### src/hdl/pcr_pkg.sv
/*
  Package for the PWM channel register file: register word offsets,
  field positions, reset values and sync, event and force codes.
  Assumes a 32-bit peripheral bus whose address counts 16-bit words.
*/
`default_nettype none
package pcr_pkg;
  localparam int unsigned REG_COUNT = 33;
  localparam int unsigned ADDR_W    = 6;

  // Word offsets, 16-bit units
  localparam logic [5:0] OFF_TB_CTL      = 6'h00;
  localparam logic [5:0] OFF_TB_STS      = 6'h01;
  localparam logic [5:0] OFF_FINE_PHASE  = 6'h02;
  localparam logic [5:0] OFF_TB_PHASE    = 6'h03;
  localparam logic [5:0] OFF_TB_COUNTER  = 6'h04;
  localparam logic [5:0] OFF_TB_PERIOD   = 6'h05;
  localparam logic [5:0] OFF_RSV_A       = 6'h06;
  localparam logic [5:0] OFF_CMP_CTL     = 6'h07;
  localparam logic [5:0] OFF_FINE_COMPARE_A_VALUE   = 6'h08;
  localparam logic [5:0] OFF_COMPARE_A_VALUE        = 6'h09;
  localparam logic [5:0] OFF_CMPB        = 6'h0a;
  localparam logic [5:0] OFF_AQ_A        = 6'h0b;
  localparam logic [5:0] OFF_AQ_B        = 6'h0c;
  localparam logic [5:0] OFF_ONE_FORCE   = 6'h0d;
  localparam logic [5:0] OFF_CONT_FORCE  = 6'h0e;
  localparam logic [5:0] OFF_DB_CTL      = 6'h0f;
  localparam logic [5:0] OFF_DB_RISE     = 6'h10;
  localparam logic [5:0] OFF_DB_FALL     = 6'h11;
  localparam logic [5:0] OFF_FAULT_SEL   = 6'h12;
  localparam logic [5:0] OFF_RSV_B       = 6'h13;
  localparam logic [5:0] OFF_FAULT_CTL   = 6'h14;
  localparam logic [5:0] OFF_FAULT_INT   = 6'h15;
  localparam logic [5:0] OFF_FAULT_FLAGS = 6'h16;
  localparam logic [5:0] OFF_FAULT_CLR   = 6'h17;
  localparam logic [5:0] OFF_FAULT_FRC   = 6'h18;
  localparam logic [5:0] OFF_ET_SEL      = 6'h19;
  localparam logic [5:0] OFF_ET_PS       = 6'h1a;
  localparam logic [5:0] OFF_ET_FLAGS    = 6'h1b;
  localparam logic [5:0] OFF_ET_CLR      = 6'h1c;
  localparam logic [5:0] OFF_ET_FRC      = 6'h1d;
  localparam logic [5:0] OFF_CHOP_CTL    = 6'h1e;
  localparam logic [5:0] OFF_RSV_C       = 6'h1f;
  localparam logic [5:0] OFF_FINE_CFG    = 6'h20;

  // Field positions
  localparam int unsigned TB_CTL_SYNC_USE  = 2;
  localparam int unsigned TB_CTL_SYNC_SEL  = 4;
  localparam int unsigned TB_STS_SYNC_SEEN = 1;
  localparam int unsigned FAULT_CTL_A_HIGH = 0;
  localparam int unsigned FAULT_CTL_B_HIGH = 2;
  localparam int unsigned FAULT_FLAG_TRIP  = 0;
  localparam int unsigned ET_SEL_A_POS     = 8;
  localparam int unsigned ET_SEL_A_EN      = 11;
  localparam int unsigned ET_SEL_B_POS     = 12;
  localparam int unsigned ET_SEL_B_EN      = 15;
  localparam int unsigned ET_FLAG_A        = 2;
  localparam int unsigned ET_FLAG_B        = 3;
  localparam int unsigned FORCE_A_POS      = 0;
  localparam int unsigned FORCE_B_POS      = 2;

  // Sync output sources
  localparam logic [1:0] SYNC_SRC_INPUT = 2'h0;
  localparam logic [1:0] SYNC_SRC_ZERO  = 2'h1;
  localparam logic [1:0] SYNC_SRC_CMPB  = 2'h2;

  // Converter start event codes
  localparam logic [2:0] EV_ZERO   = 3'h1;
  localparam logic [2:0] EV_PERIOD = 3'h2;
  localparam logic [2:0] EV_COMPARE_A_VALUE   = 3'h4;
  localparam logic [2:0] EV_CMPB   = 3'h6;

  // Continuous force codes
  localparam logic [1:0] FORCE_LOW  = 2'h1;
  localparam logic [1:0] FORCE_HIGH = 2'h2;

  localparam logic [15:0] REG_RESET = 16'h0000;
endpackage : pcr_pkg
`default_nettype wire

### src/hdl/pcr_regs.sv
/*
  Register file and signal boundary of one PWM channel, with a minimal
  time base, compare, trip and event path so the registers steer real
  outputs. Assumes a CPU on a 32-bit peripheral bus addressing 16-bit
  words; all inputs are synchronous to mclk_i.
*/
`timescale 1ns/1ns
`default_nettype none
module pcr_regs #(
  parameter bit HAS_FINE = 1'b1,
  parameter bit IS_FIRST = 1'b0
) (
  // Clock and reset
  input  wire logic        mclk_i,
  input  wire logic        reset_n_i,
  // Peripheral bus
  input  wire logic [5:0]  bus_addr_i,
  input  wire logic [31:0] bus_wdata_i,
  input  wire logic        bus_wr_i,
  input  wire logic        bus_wr32_i,
  input  wire logic        bus_rd_i,
  output logic      [31:0] bus_rdata_o,
  input  wire logic        protected_write_unlock_i,
  // Faults and sync chain
  input  wire logic [5:0]  fault_in_i,
  input  wire logic        chain_sync_in_i,
  output logic             chain_sync_out_o,
  output logic             capture_sync_in_o,
  // Outputs
  output logic             pwm_out_a_o,
  output logic             pwm_out_b_o,
  output logic             conv_start_a_o,
  output logic             conv_start_b_o
);

  if (pcr_pkg::ADDR_W != 6) begin : g_chk
    $error("pcr_regs needs a 6-bit word address");
  end

  // Address classes
  function automatic logic is_reserved(input logic [5:0] a);
    logic fine;
    fine = (a == pcr_pkg::OFF_FINE_PHASE) || (a == pcr_pkg::OFF_FINE_COMPARE_A_VALUE) ||
           (a == pcr_pkg::OFF_FINE_CFG);
    return (a == pcr_pkg::OFF_RSV_A) || (a == pcr_pkg::OFF_RSV_B) ||
           (a == pcr_pkg::OFF_RSV_C) || (a > pcr_pkg::OFF_FINE_CFG) ||
           (fine && !HAS_FINE);
  endfunction : is_reserved

  function automatic logic is_protected(input logic [5:0] a);
    return ((a >= pcr_pkg::OFF_FAULT_CTL) && (a <= pcr_pkg::OFF_FAULT_FRC)) ||
           (a == pcr_pkg::OFF_FINE_CFG);
  endfunction : is_protected

  // Write strobe for one word; a 32-bit write covers an even word and the next
  function automatic logic wr_hit(input logic [5:0] a);
    logic hit;
    hit = bus_wr_i && ((!bus_wr32_i && bus_addr_i == a) ||
          (bus_wr32_i && !bus_addr_i[0] &&
           (bus_addr_i == a || bus_addr_i == a - 6'h01)));
    return hit && !is_reserved(a) &&
           (!is_protected(a) || protected_write_unlock_i);
  endfunction : wr_hit

  function automatic logic [15:0] wr_data(input logic [5:0] a);
    return (bus_wr32_i && a[0]) ? bus_wdata_i[31:16] : bus_wdata_i[15:0];
  endfunction : wr_data

  function automatic logic ev_pick(input logic [2:0] sel, input logic zero,
                                   input logic prd, input logic ca, input logic cb);
    case (sel)
      pcr_pkg::EV_ZERO:   return zero;
      pcr_pkg::EV_PERIOD: return prd;
      pcr_pkg::EV_COMPARE_A_VALUE:   return ca;
      pcr_pkg::EV_CMPB:   return cb;
      default:            return 1'b0;
    endcase
  endfunction : ev_pick

  // Stored registers; shadowed ones hold the software side here
  logic [15:0] regs      [0:pcr_pkg::REG_COUNT-1];
  logic [15:0] next_regs [0:pcr_pkg::REG_COUNT-1];

  always_comb begin
    for (int i = 0; i < pcr_pkg::REG_COUNT; i++) begin
      next_regs[i] = regs[i];
      if (wr_hit(6'(i))) begin
        next_regs[i] = wr_data(6'(i));
      end
    end
  end

  always_ff @(posedge mclk_i or negedge reset_n_i) begin
    if (!reset_n_i) begin
      for (int i = 0; i < pcr_pkg::REG_COUNT; i++) begin
        regs[i] <= pcr_pkg::REG_RESET;
      end
    end else begin
      regs <= next_regs;
    end
  end

  // Active copies of shadowed registers, loaded when the counter wraps
  logic [15:0] period_act;
  logic [15:0] compare_a_value_act;
  logic [15:0] cmpb_act;
  logic [15:0] force_act;
  logic [15:0] next_period_act;
  logic [15:0] next_compare_a_value_act;
  logic [15:0] next_cmpb_act;
  logic [15:0] next_force_act;
  logic [15:0] counter;
  logic [15:0] next_counter;
  logic        sync_seen;
  logic        next_sync_seen;

  logic ctr_zero;
  logic ctr_period;
  logic ctr_compare_a_value;
  logic ctr_cmpb;
  logic sync_take;

  assign ctr_zero   = (counter == 16'h0000);
  assign ctr_period = (counter >= period_act);
  assign ctr_compare_a_value   = (counter == compare_a_value_act);
  assign ctr_cmpb   = (counter == cmpb_act);
  assign sync_take  = chain_sync_in_i &&
                      regs[pcr_pkg::OFF_TB_CTL][pcr_pkg::TB_CTL_SYNC_USE];

  always_comb begin
    next_period_act = period_act;
    next_compare_a_value_act   = compare_a_value_act;
    next_cmpb_act   = cmpb_act;
    next_force_act  = force_act;
    if (ctr_period) begin
      next_period_act = regs[pcr_pkg::OFF_TB_PERIOD];
      next_compare_a_value_act   = regs[pcr_pkg::OFF_COMPARE_A_VALUE];
      next_cmpb_act   = regs[pcr_pkg::OFF_CMPB];
      next_force_act  = regs[pcr_pkg::OFF_CONT_FORCE];
    end
    if (wr_hit(pcr_pkg::OFF_TB_COUNTER)) begin
      next_counter = wr_data(pcr_pkg::OFF_TB_COUNTER);
    end else if (sync_take) begin
      next_counter = regs[pcr_pkg::OFF_TB_PHASE];
    end else if (ctr_period) begin
      next_counter = 16'h0000;
    end else begin
      next_counter = counter + 16'h0001;
    end
    // Sync-seen status: hardware set wins over a write-one clear
    next_sync_seen = sync_seen;
    if (wr_hit(pcr_pkg::OFF_TB_STS) &&
        wr_data(pcr_pkg::OFF_TB_STS)[pcr_pkg::TB_STS_SYNC_SEEN]) begin
      next_sync_seen = 1'b0;
    end
    if (chain_sync_in_i) begin
      next_sync_seen = 1'b1;
    end
  end

  always_ff @(posedge mclk_i or negedge reset_n_i) begin
    if (!reset_n_i) begin
      period_act <= pcr_pkg::REG_RESET;
      compare_a_value_act   <= pcr_pkg::REG_RESET;
      cmpb_act   <= pcr_pkg::REG_RESET;
      force_act  <= pcr_pkg::REG_RESET;
      counter    <= pcr_pkg::REG_RESET;
      sync_seen  <= 1'b0;
    end else begin
      period_act <= next_period_act;
      compare_a_value_act   <= next_compare_a_value_act;
      cmpb_act   <= next_cmpb_act;
      force_act  <= next_force_act;
      counter    <= next_counter;
      sync_seen  <= next_sync_seen;
    end
  end

  // Trip latch and event flags
  logic       tripped;
  logic       next_tripped;
  logic [1:0] et_flags;
  logic [1:0] next_et_flags;
  logic       fault_hit;
  logic       soc_a;
  logic       soc_b;
  logic [15:0] et_sel;

  assign et_sel    = regs[pcr_pkg::OFF_ET_SEL];
  assign fault_hit = |(fault_in_i & regs[pcr_pkg::OFF_FAULT_SEL][5:0]);

  always_comb begin
    soc_a = et_sel[pcr_pkg::ET_SEL_A_EN] &&
            ev_pick(et_sel[pcr_pkg::ET_SEL_A_POS +: 3], ctr_zero, ctr_period,
                    ctr_compare_a_value, ctr_cmpb);
    soc_b = et_sel[pcr_pkg::ET_SEL_B_EN] &&
            ev_pick(et_sel[pcr_pkg::ET_SEL_B_POS +: 3], ctr_zero, ctr_period,
                    ctr_compare_a_value, ctr_cmpb);
    if (wr_hit(pcr_pkg::OFF_ET_FRC)) begin
      soc_a = soc_a || wr_data(pcr_pkg::OFF_ET_FRC)[pcr_pkg::ET_FLAG_A];
      soc_b = soc_b || wr_data(pcr_pkg::OFF_ET_FRC)[pcr_pkg::ET_FLAG_B];
    end
    next_tripped = tripped;
    if (wr_hit(pcr_pkg::OFF_FAULT_CLR) &&
        wr_data(pcr_pkg::OFF_FAULT_CLR)[pcr_pkg::FAULT_FLAG_TRIP]) begin
      next_tripped = 1'b0;
    end
    if (fault_hit || (wr_hit(pcr_pkg::OFF_FAULT_FRC) &&
        wr_data(pcr_pkg::OFF_FAULT_FRC)[pcr_pkg::FAULT_FLAG_TRIP])) begin
      next_tripped = 1'b1;
    end
    next_et_flags = et_flags;
    if (wr_hit(pcr_pkg::OFF_ET_CLR)) begin
      next_et_flags = et_flags & ~{wr_data(pcr_pkg::OFF_ET_CLR)[pcr_pkg::ET_FLAG_B],
                                   wr_data(pcr_pkg::OFF_ET_CLR)[pcr_pkg::ET_FLAG_A]};
    end
    next_et_flags = next_et_flags | {soc_b, soc_a};
  end

  always_ff @(posedge mclk_i or negedge reset_n_i) begin
    if (!reset_n_i) begin
      tripped  <= 1'b0;
      et_flags <= 2'h0;
    end else begin
      tripped  <= next_tripped;
      et_flags <= next_et_flags;
    end
  end

  // Output stage
  logic       next_pwm_a;
  logic       next_pwm_b;
  logic       next_sync_out;
  logic [1:0] force_a;
  logic [1:0] force_b;
  logic [15:0] fault_ctl;

  assign force_a   = force_act[pcr_pkg::FORCE_A_POS +: 2];
  assign force_b   = force_act[pcr_pkg::FORCE_B_POS +: 2];
  assign fault_ctl = regs[pcr_pkg::OFF_FAULT_CTL];

  always_comb begin
    next_pwm_a = (counter < compare_a_value_act);
    next_pwm_b = (counter < cmpb_act);
    if (force_a == pcr_pkg::FORCE_LOW) begin
      next_pwm_a = 1'b0;
    end else if (force_a == pcr_pkg::FORCE_HIGH) begin
      next_pwm_a = 1'b1;
    end
    if (force_b == pcr_pkg::FORCE_LOW) begin
      next_pwm_b = 1'b0;
    end else if (force_b == pcr_pkg::FORCE_HIGH) begin
      next_pwm_b = 1'b1;
    end
    if (tripped) begin
      next_pwm_a = fault_ctl[pcr_pkg::FAULT_CTL_A_HIGH];
      next_pwm_b = fault_ctl[pcr_pkg::FAULT_CTL_B_HIGH];
    end
    case (regs[pcr_pkg::OFF_TB_CTL][pcr_pkg::TB_CTL_SYNC_SEL +: 2])
      pcr_pkg::SYNC_SRC_INPUT: next_sync_out = chain_sync_in_i;
      pcr_pkg::SYNC_SRC_ZERO:  next_sync_out = ctr_zero;
      pcr_pkg::SYNC_SRC_CMPB:  next_sync_out = ctr_cmpb;
      default:                 next_sync_out = 1'b0;
    endcase
  end

  always_ff @(posedge mclk_i or negedge reset_n_i) begin
    if (!reset_n_i) begin
      pwm_out_a_o       <= 1'b0;
      pwm_out_b_o       <= 1'b0;
      chain_sync_out_o  <= 1'b0;
      capture_sync_in_o <= 1'b0;
      conv_start_a_o    <= 1'b0;
      conv_start_b_o    <= 1'b0;
    end else begin
      pwm_out_a_o       <= next_pwm_a;
      pwm_out_b_o       <= next_pwm_b;
      chain_sync_out_o  <= next_sync_out;
      capture_sync_in_o <= IS_FIRST && next_sync_out;
      conv_start_a_o    <= soc_a;
      conv_start_b_o    <= soc_b;
    end
  end

  // Read path
  function automatic logic [15:0] rd16(input logic [5:0] a);
    if (is_reserved(a)) begin
      return 16'h0000;
    end
    case (a)
      pcr_pkg::OFF_TB_STS:      return 16'(sync_seen) << pcr_pkg::TB_STS_SYNC_SEEN;
      pcr_pkg::OFF_TB_COUNTER:  return counter;
      pcr_pkg::OFF_FAULT_FLAGS: return 16'(tripped) << pcr_pkg::FAULT_FLAG_TRIP;
      pcr_pkg::OFF_ET_FLAGS:    return {12'h000, et_flags, 2'h0};
      pcr_pkg::OFF_FAULT_CLR,
      pcr_pkg::OFF_FAULT_FRC,
      pcr_pkg::OFF_ET_CLR,
      pcr_pkg::OFF_ET_FRC:      return 16'h0000;
      default:                  return regs[a];
    endcase
  endfunction : rd16

  logic [31:0] next_rdata;

  always_comb begin
    next_rdata = bus_rdata_o;
    if (bus_rd_i) begin
      next_rdata = {rd16(bus_addr_i + 6'h01), rd16(bus_addr_i)};
    end
  end

  always_ff @(posedge mclk_i or negedge reset_n_i) begin
    if (!reset_n_i) begin
      bus_rdata_o <= 32'h0000_0000;
    end else begin
      bus_rdata_o <= next_rdata;
    end
  end

endmodule : pcr_regs
`default_nettype wire

### config.mk
export PLATFORM = sky130hd
export DESIGN_NAME = pcr_regs
export DESIGN_NICKNAME = d
export VERILOG_FILES = /design/src/hdl/pcr_pkg.sv /design/src/hdl/pcr_regs.sv
export SDC_FILE = /design/constraint.sdc
export NUM_CORES = 1
export LEC_CHECK = 0
export ABC_CLOCK_PERIOD_IN_PS = 2900
export BUFFER_PORTS_ARGS = -buffer_cell sky130_fd_sc_hd__buf_4
export CAP_MARGIN = 30
export CORE_ASPECT_RATIO = 0.8
export CORE_UTILIZATION = 40
export CTS_CLUSTER_SIZE = 25
export DETAILED_ROUTE_END_ITERATION = 6
export PLACE_DENSITY_LB_ADDON = 0.08
export SLEW_MARGIN = 5
export SYNTH_ARGS = -nofsm -noshare
export SYNTH_HDL_FRONTEND = slang
export SYNTH_SLANG_ARGS = --single-unit
### constraint.sdc
create_clock -name mclk_i -period 2.9 [get_ports mclk_i]
set_input_delay 0.29 -clock mclk_i [delete_from_list [all_inputs] [get_ports mclk_i]]
set_output_delay 0.29 -clock mclk_i [all_outputs]
set_load 0.05 [all_outputs]
==> results of run 1 <==
-- power groups by stage --
stage | logic (mW) | clock network, mW | registers, mW
CTS | 8.55 | 9.09 | 10.8
floorplan | 5.13 | 0 | 10.7
finish | 8.59 | 8.91 | 10.9
detailed placement | 8.49 | 0 | 11.0
global placement | 8.35 | 0 | 10.9
global route | 9.28 | 9.41 | 11.0
-- sequential cells by signal, indices dropped and copies added, names as in the netlist --
name                 flops
sync_seen                1
chain_sync_out_o         1
compare_a_value_act     16
conv_start_b_o           1
bus_rdata_o             32
conv_start_a_o           1
fault_ctl               16
pwm_out_b_o              1
et_sel                  16
tripped                  1
period_act              16
force_act                4
regs                   448
counter                 16
et_flags                 2
cmpb_act                16
pwm_out_a_o              1
-- kinds of logic after synthesis --
family                     share of synthesized area
DFF                                            0.458
muxes                                          0.248
buffers and inverters                         0.0428
and+or+nand+nor                               0.0912
xor gates and xnor gates                     0.00625
other                                       0.000116
adders and majority gates                     0.0214
AOI/OAI and AO/OA                              0.132
-- cells in the final DEF (no fill, tap or decap), drive strengths merged, types with 24 or more instances in the layout --
master  instances
mux2          230
a22oi          32
buf           286
o22ai          69
nor2          209
nor3           25
clkbuf         95
o21ai         290
mux4          191
nand3          24
a21oi         177
nand2         353
ha             55
mux2i         111
dfrtp         589
inv            72
-- final cells by class --
| type | count | area [sq um] | area share |
|---|---|---|---|
| Clock buffer | 94 | 2000 | 0.0532 |
| Clock inverter | 27 | 277 | 0.00735 |
| Multi-Input combinational cell | 2022 | 16200 | 0.431 |
| Tap cell | 1034 | 1290 | 0.0344 |
| Sequential cell | 589 | 14700 | 0.392 |
| Inverter | 71 | 267 | 0.00708 |
| Timing Repair Buffer | 292 | 2830 | 0.0751 |
-- per-layer routing --
layer | vias up | GRT usage | share of wire | wire length, um
met2 | 1101 | 0.440 | 0.44 | 53400
met3 | 194 | 0.0552 | 0.071 | 8560
met1 | 13200 | 0.443 | 0.46 | 56000
li1 | 11000 | - | - | -
met4 | 2 | 0.0839 | 0.025 | 3030
met5 | - | 0 | 0.000066 | 8
-- worst max-delay path: stages, from the launching register on --
cell	delay [ps]
dfrtp_1	580
ha_1	430
nand4_1	210
nor4_1	390
buf_4	240
mux2i_1	80
o32ai_1	230
a31oi_1	190
o22ai_1	370
-- final timing paths --
check | start | end | slack, ps | cells past startpoint
max in group asynchronous | reset_n_i | regs[139] | 1780 | 3
min in group asynchronous | reset_n_i | period_act[1] | 150 | 2
max | counter[7] | conv_start_a_o | 30 | 8
min | bus_wdata_i[0] | regs[448] | 40 | 3
min reg2reg | regs[278] | regs[278] | 500 | 2
max reg2reg | counter[7] | conv_start_a_o | 30 | 8
-- cell usage after synthesis, types with 7 or more instances --
cell	instances
a211oi_1	9
a21o_1	18
a21oi_1	177
a221oi_1	12
a22oi_1	32
a31oi_1	7
a32oi_1	17
and3_1	10
and4_1	8
buf_1	13
buf_2	64
buf_4	11
clkbuf_1	158
dfrtp_1	589
ha_1	55
inv_1	67
mux2_2	226
mux2i_1	111
mux4_2	191
nand2_1	351
nand3_1	24
nand4_1	16
nor2_1	209
nor2b_1	11
nor3_1	23
nor4_1	10
o2111ai_1	8
o21ai_0	275
o21ai_1	15
o22ai_1	69
o2bb2ai_1	10
o31ai_1	21
xnor2_1	13
xor2_1	10
-- stage by stage --
step	TNS, ps	setup slack (ps)	cells	hold WS (ps)	cell area [sq um]
floorplan	0	19.1	2934	-5.59	32300
global placement	-36.2	-18.0	4003	227	35300
detailed placement	0	47.7	4003	229	35300
CTS	0	114	4129	11.6	37600
global route	0	41.2	4129	35.1	37600
finish	0	28.9	4129	37.3	37600
-- what timing repair did --
action / 4_1_cts / 5_1_grt
hold buffers: 5 / 0
setup buffers: 0 / 0
hold endpoints to repair: 81 / 0
==> run_results.csv, run 1 <==
group,metric,value,unit
power_and_ir_drop,finalPower,28.4,mW
critical_path,crit_required,3400,ps
detailed_routing,via_per_inst,6.17,
floorplanning,dieHeight,256,um
sta,max_freq,0.348,GHz
finish,drive_gt1_frac,0.278,
sta,fin_skew,19.4,ps
power_and_ir_drop,power_leakage,16.7,nW
job,drv_cap,0,
detailed_routing,route.detailed.drc,0,
clocking,cts_sinks,589,
critical_path,end_kind,"flop",
detailed_routing,firstDrtPassIters,6,
synthesis,synth_edf_count,0,
global_route,grt_overflow,0,
synthesis,synth-seq-cells,589,
floorplanning,fp.dieArea,0.0817,sq mm
detailed_routing,routed_wl,121,mm
sta,tightest_slew,993,ps
finish,final.fill_count,7369,
global_route,antenna_found_initial,1,
sta,grt_setup_unrepaired,"no",
detailed_routing,ant_nets,0,
clocking,h-tree-depth,3,
floorplanning,fp.dieW,319,um
critical_path,worstPathMaxFanout,8,
clocking,cts-root-buf,"clkbuf_16",
clocking,insertion_delay,640,ps
power_and_ir_drop,sw_frac_of_total,0.351,
finish,areaGrowthSynthToFinish,16.8,%
power_and_ir_drop,p_seq_frac,0.383,
sta,hold_violations,0,
clocking,cts_resized,0,
finish,fin_nets,3150,
detailed_routing,drt_iter0_drc,2351,
critical_path,cp.arrival,3380,ps
floorplanning,io-pin-count,89,
synthesis,synth_area_leaders,"dfrtp_1, mux4_2, mux2_2",
worst_hold_path,hp-class,"in2reg",
synthesis,async_flop_share,1.00,
critical_path,crit_path_start_kind,"flop",
global_route,grt_pass1_wl,178,mm
synthesis,synth_flop_cell,"dfrtp_1",
synthesis,syn_inst,2934,
finish,diodes,0,
sta,period_needed,2870,ps
sta,setup_viol,0,
detailed_routing,wire_per_inst,29.3,um
power_and_ir_drop,p_sw,9.96,mW
run_status,status,"complete, no violations",
floorplanning,core_region_area,0.0792,sq mm
placed_design,port_buffers,87,
synthesis,synth_cell_types,70,
detailed_routing,dr_total_vias,25500,
critical_path,worstSetupPathType,"reg2reg",
clocking,path_clk_slew,60,ps
power_and_ir_drop,p_int,18.4,mW
synthesis,yosys.area.top_type,"dfrtp_1",
synthesis,yosysWarningCount,0,
power_and_ir_drop,pwr-share-comb,0.303,
synthesis,synth_area,0.0322,sq mm
synthesis,syn_area_per_cell,11.0,sq um
synthesis,synth_nets,3040,
clocking,cts_tree,"done",
global_route,grt_max_degree,91,
finish,final_core_util,0.475,
floorplanning,start_util,0.407,
global_route,first_global_vias,25300,
power_and_ir_drop,ir_drop,1030,uV
synthesis,seq_area_frac_synth,0.458,
global_route,grt.total_usage,0.297,
synthesis,synth_top_area_frac,0.458,
placed_design,hpwl,84.1,mm
power_and_ir_drop,clock_power_share,0.314,
sta,relSlewSlack,0.338,
placed_design,place_congestion,0.950,
sta,final.period_utilization,0.990,
clocking,cts_buffers,68,
clocking,clk_path_buf_depth,3,
sta,slew_violations,0,
floorplanning,rows,92,
power_and_ir_drop,powerDensity,754,mW/mm^2
Note: power is estimated with default switching activity, not from simulation.
==> inputs of run 2 (changes only) <==
--- a/config.mk
+++ b/config.mk
@@ -6,5 +6,5 @@
 export NUM_CORES = 1
 export LEC_CHECK = 0
-export ABC_CLOCK_PERIOD_IN_PS = 2900
+export ABC_CLOCK_PERIOD_IN_PS = 2500
 export BUFFER_PORTS_ARGS = -buffer_cell sky130_fd_sc_hd__buf_4
 export CAP_MARGIN = 30
==> constraint.sdc (replaced) <==
create_clock -name mclk_i -period 2.5 [get_ports mclk_i]
set_input_delay 0.25 -clock mclk_i [delete_from_list [all_inputs] [get_ports mclk_i]]
set_output_delay 0.25 -clock mclk_i [all_outputs]
set_load 0.01 [all_outputs]
==> run_results.csv, run 2 (synthesis gave the netlist of run 1 again) <==
group,metric,value,unit
finish,final_cell_mix,"dfrtp_1, nand2_1, buf_4, o21ai_0, mux2_2",
clocking,clk_path_buf_depth,3,
sta,setup_viol,3,
critical_path,slowest_delay,510,ps
detailed_routing,wire_per_inst,28.8,um
sta,grt_setup_unrepaired,"yes",
floorplanning,fp.dieW,319,um
clocking,cts_sinks,589,
clocking,cts_buffers,67,
power_and_ir_drop,powerDensity,846,mW/mm^2
critical_path,slowest_stage,"dfrtp_1",
finish,drive_gt1_frac,0.306,
critical_path,worstPathMaxFanout,5,
global_route,grt_pass1_wl,181,mm
sta,slew_violations,0,
finish,diodes,0,
power_and_ir_drop,sw_frac_of_total,0.346,
global_route,first_global_vias,26000,
critical_path,crit_required,3040,ps
clocking,cts-root-buf,"clkbuf_16",
floorplanning,core_region_area,0.0792,sq mm
detailed_routing,ant_nets,0,
detailed_routing,drt_iter0_drc,2411,
finish,largest_reg_flops,448,
finish,reg_top3,"regs (448), bus_rdata_o (32)",
finish,final.fill_count,7135,
detailed_routing,via_per_inst,6.11,
floorplanning,dieHeight,256,um
finish,areaGrowthSynthToFinish,21.0,%
placed_design,dpl_cell_area,0.0366,sq mm
clocking,cts_tree,"done",
critical_path,crit_path_start_kind,"flop",
run_status,status,"finished with violations",
global_route,grt.total_usage,0.302,
sta,hold_violations,0,
power_and_ir_drop,p_sw,11.4,mW
global_route,grt_overflow,0,
placed_design,dp_cells,4130,
finish,stdcell_area,0.0390,sq mm
detailed_routing,routed_wl,123,mm
power_and_ir_drop,p_seq_frac,0.381,
sta,fin_skew,17.7,ps
detailed_routing,firstDrtPassIters,5,
floorplanning,start_util,0.407,
placed_design,dpl_worst_slack,-229,ps
sta,setup_slack,-27.4,ps
placed_design,place_congestion,0.942,
global_route,antenna_found_initial,1,
critical_path,cp.arrival,3060,ps
floorplanning,rows,92,
sta,period_needed,2530,ps
job,drv_cap,0,
clocking,path_clk_slew,60,ps
clocking,h-tree-depth,3,
placed_design,port_buffers,87,
power_and_ir_drop,clock_power_share,0.306,
global_route,grt_max_degree,102,
placed_design,hpwl,88.0,mm
clocking,cts_setup_buffers,0,
power_and_ir_drop,p_int,21.6,mW
sta,tightest_slew,710,ps
finish,top_register,"regs",
finish,final_common_cell,"dfrtp_1",
finish,final_core_util,0.492,
clocking,insertion_delay,630,ps
sta,final.period_utilization,1.01,
power_and_ir_drop,power_leakage,17.4,nW
critical_path,end_kind,"flop",
worst_hold_path,hp-class,"in2reg",
run_status,violations,"setup timing",
finish,fin_nets,3286,
sta,relSlewSlack,0.513,
floorplanning,io-pin-count,89,
floorplanning,fp.dieArea,0.0817,sq mm
power_and_ir_drop,pwr-share-comb,0.313,
detailed_routing,route.detailed.drc,0,
sta,setup_tns,-67.7,ps
critical_path,worstSetupPathType,"reg2reg",
detailed_routing,dr_total_vias,26100,
critical_path,path_cells,"ha_1 -> nand4_1 -> nor4_1 -> buf_4 -> mux2i_1 -> o32ai_1 -> a31oi_2 -> o22ai_1",
power_and_ir_drop,ir_drop,926,uV
sta,max_freq,0.396,GHz
finish,final_cells,4264,
==> run 2: changes by cell type in the layout (fill, tap and decap cells not counted), moves of 4 or more <==
cell           change
clkinv_2           -5
clkbuf_1           +5
dlygate4sd3_1     +10
buf_4            +101
o21ai_1            +4
o21ai_0            -5
buf_12            +25
==> run 2: what timing repair did <==
| action | in CTS | in global routing |
|---|---|---|
| hold endpoints to repair | 209 | 0 |
| gates resized for setup | 2 | 11 |
| hold buffers | 15 | 0 |
| endpoints found under the setup margin | 2 | 24 |
| gates cloned | 0 | 0 |
==> run 2: stage by stage <==
step,hold slack [ps],power (mW)
global placement,209,22.5
CTS,2.26,33.0
finish,43.5,33.0
floorplan,-45.6,18.2
global route,15.3,34.6
detailed placement,221,22.7
==> run 2: path summary, 6_finish.rpt <==
path                             endpoint  slack, ps             from  cells after the start
min in group asynchronous       regs[368]        140        reset_n_i                      2
min                             regs[462]         40  bus_wdata_i[14]                      3
max reg2reg                conv_start_b_o        -30       counter[7]                      8
max in group asynchronous       regs[490]       1390        reset_n_i                      3
max                        conv_start_b_o        -30       counter[7]                      8
min reg2reg                      regs[48]        500         regs[48]                      2
==> run 2: layer usage <==
metal	global-route usage	wire length, um	vias to the layer above
li1	-	-	11300
met1	0.452	55900	13400
met2	0.444	53900	1193
met3	0.0551	9380	175
met4	0.0889	3400	0
met5	0	0	-
==> run 2: final cells by class <==
| class | count | area [sq um] | share of cell area |
|---|---|---|---|
| Clock buffer | 95 | 1940 | 0.0499 |
| Timing Repair Buffer | 429 | 4200 | 0.108 |
| Multi-Input combinational cell | 2022 | 16300 | 0.417 |
| Tap cell | 1034 | 1290 | 0.0332 |
| Sequential cell | 589 | 14700 | 0.378 |
| Clock inverter | 24 | 263 | 0.00674 |
| Inverter | 71 | 272 | 0.00697 |
==> run 2: power by group through the flow <==
stage | clock network (mW) | logic, mW | registers [mW]
5_1_grt | 10.7 | 11.1 | 12.7
3_5_place_dp | 0 | 10.1 | 12.7
4_1_cts | 10.3 | 10.1 | 12.5
6_report | 10.1 | 10.3 | 12.6
2_1_floorplan | 0 | 5.97 | 12.2
3_3_place_gp | 0 | 9.93 | 12.6
==> run 2: worst max-delay path: cells and delay by family, from the launching register on <==
| family | cells | cell delay, ps |
|---|---|---|
| multiplexers | 1 | 70 |
| adder cells (fa/ha/maj) | 1 | 440 |
| flip-flops | 1 | 510 |
| AO/OA/AOI/OAI | 3 | 650 |
| buffers and inverters | 1 | 190 |
| AND/OR/NAND/NOR | 2 | 570 |
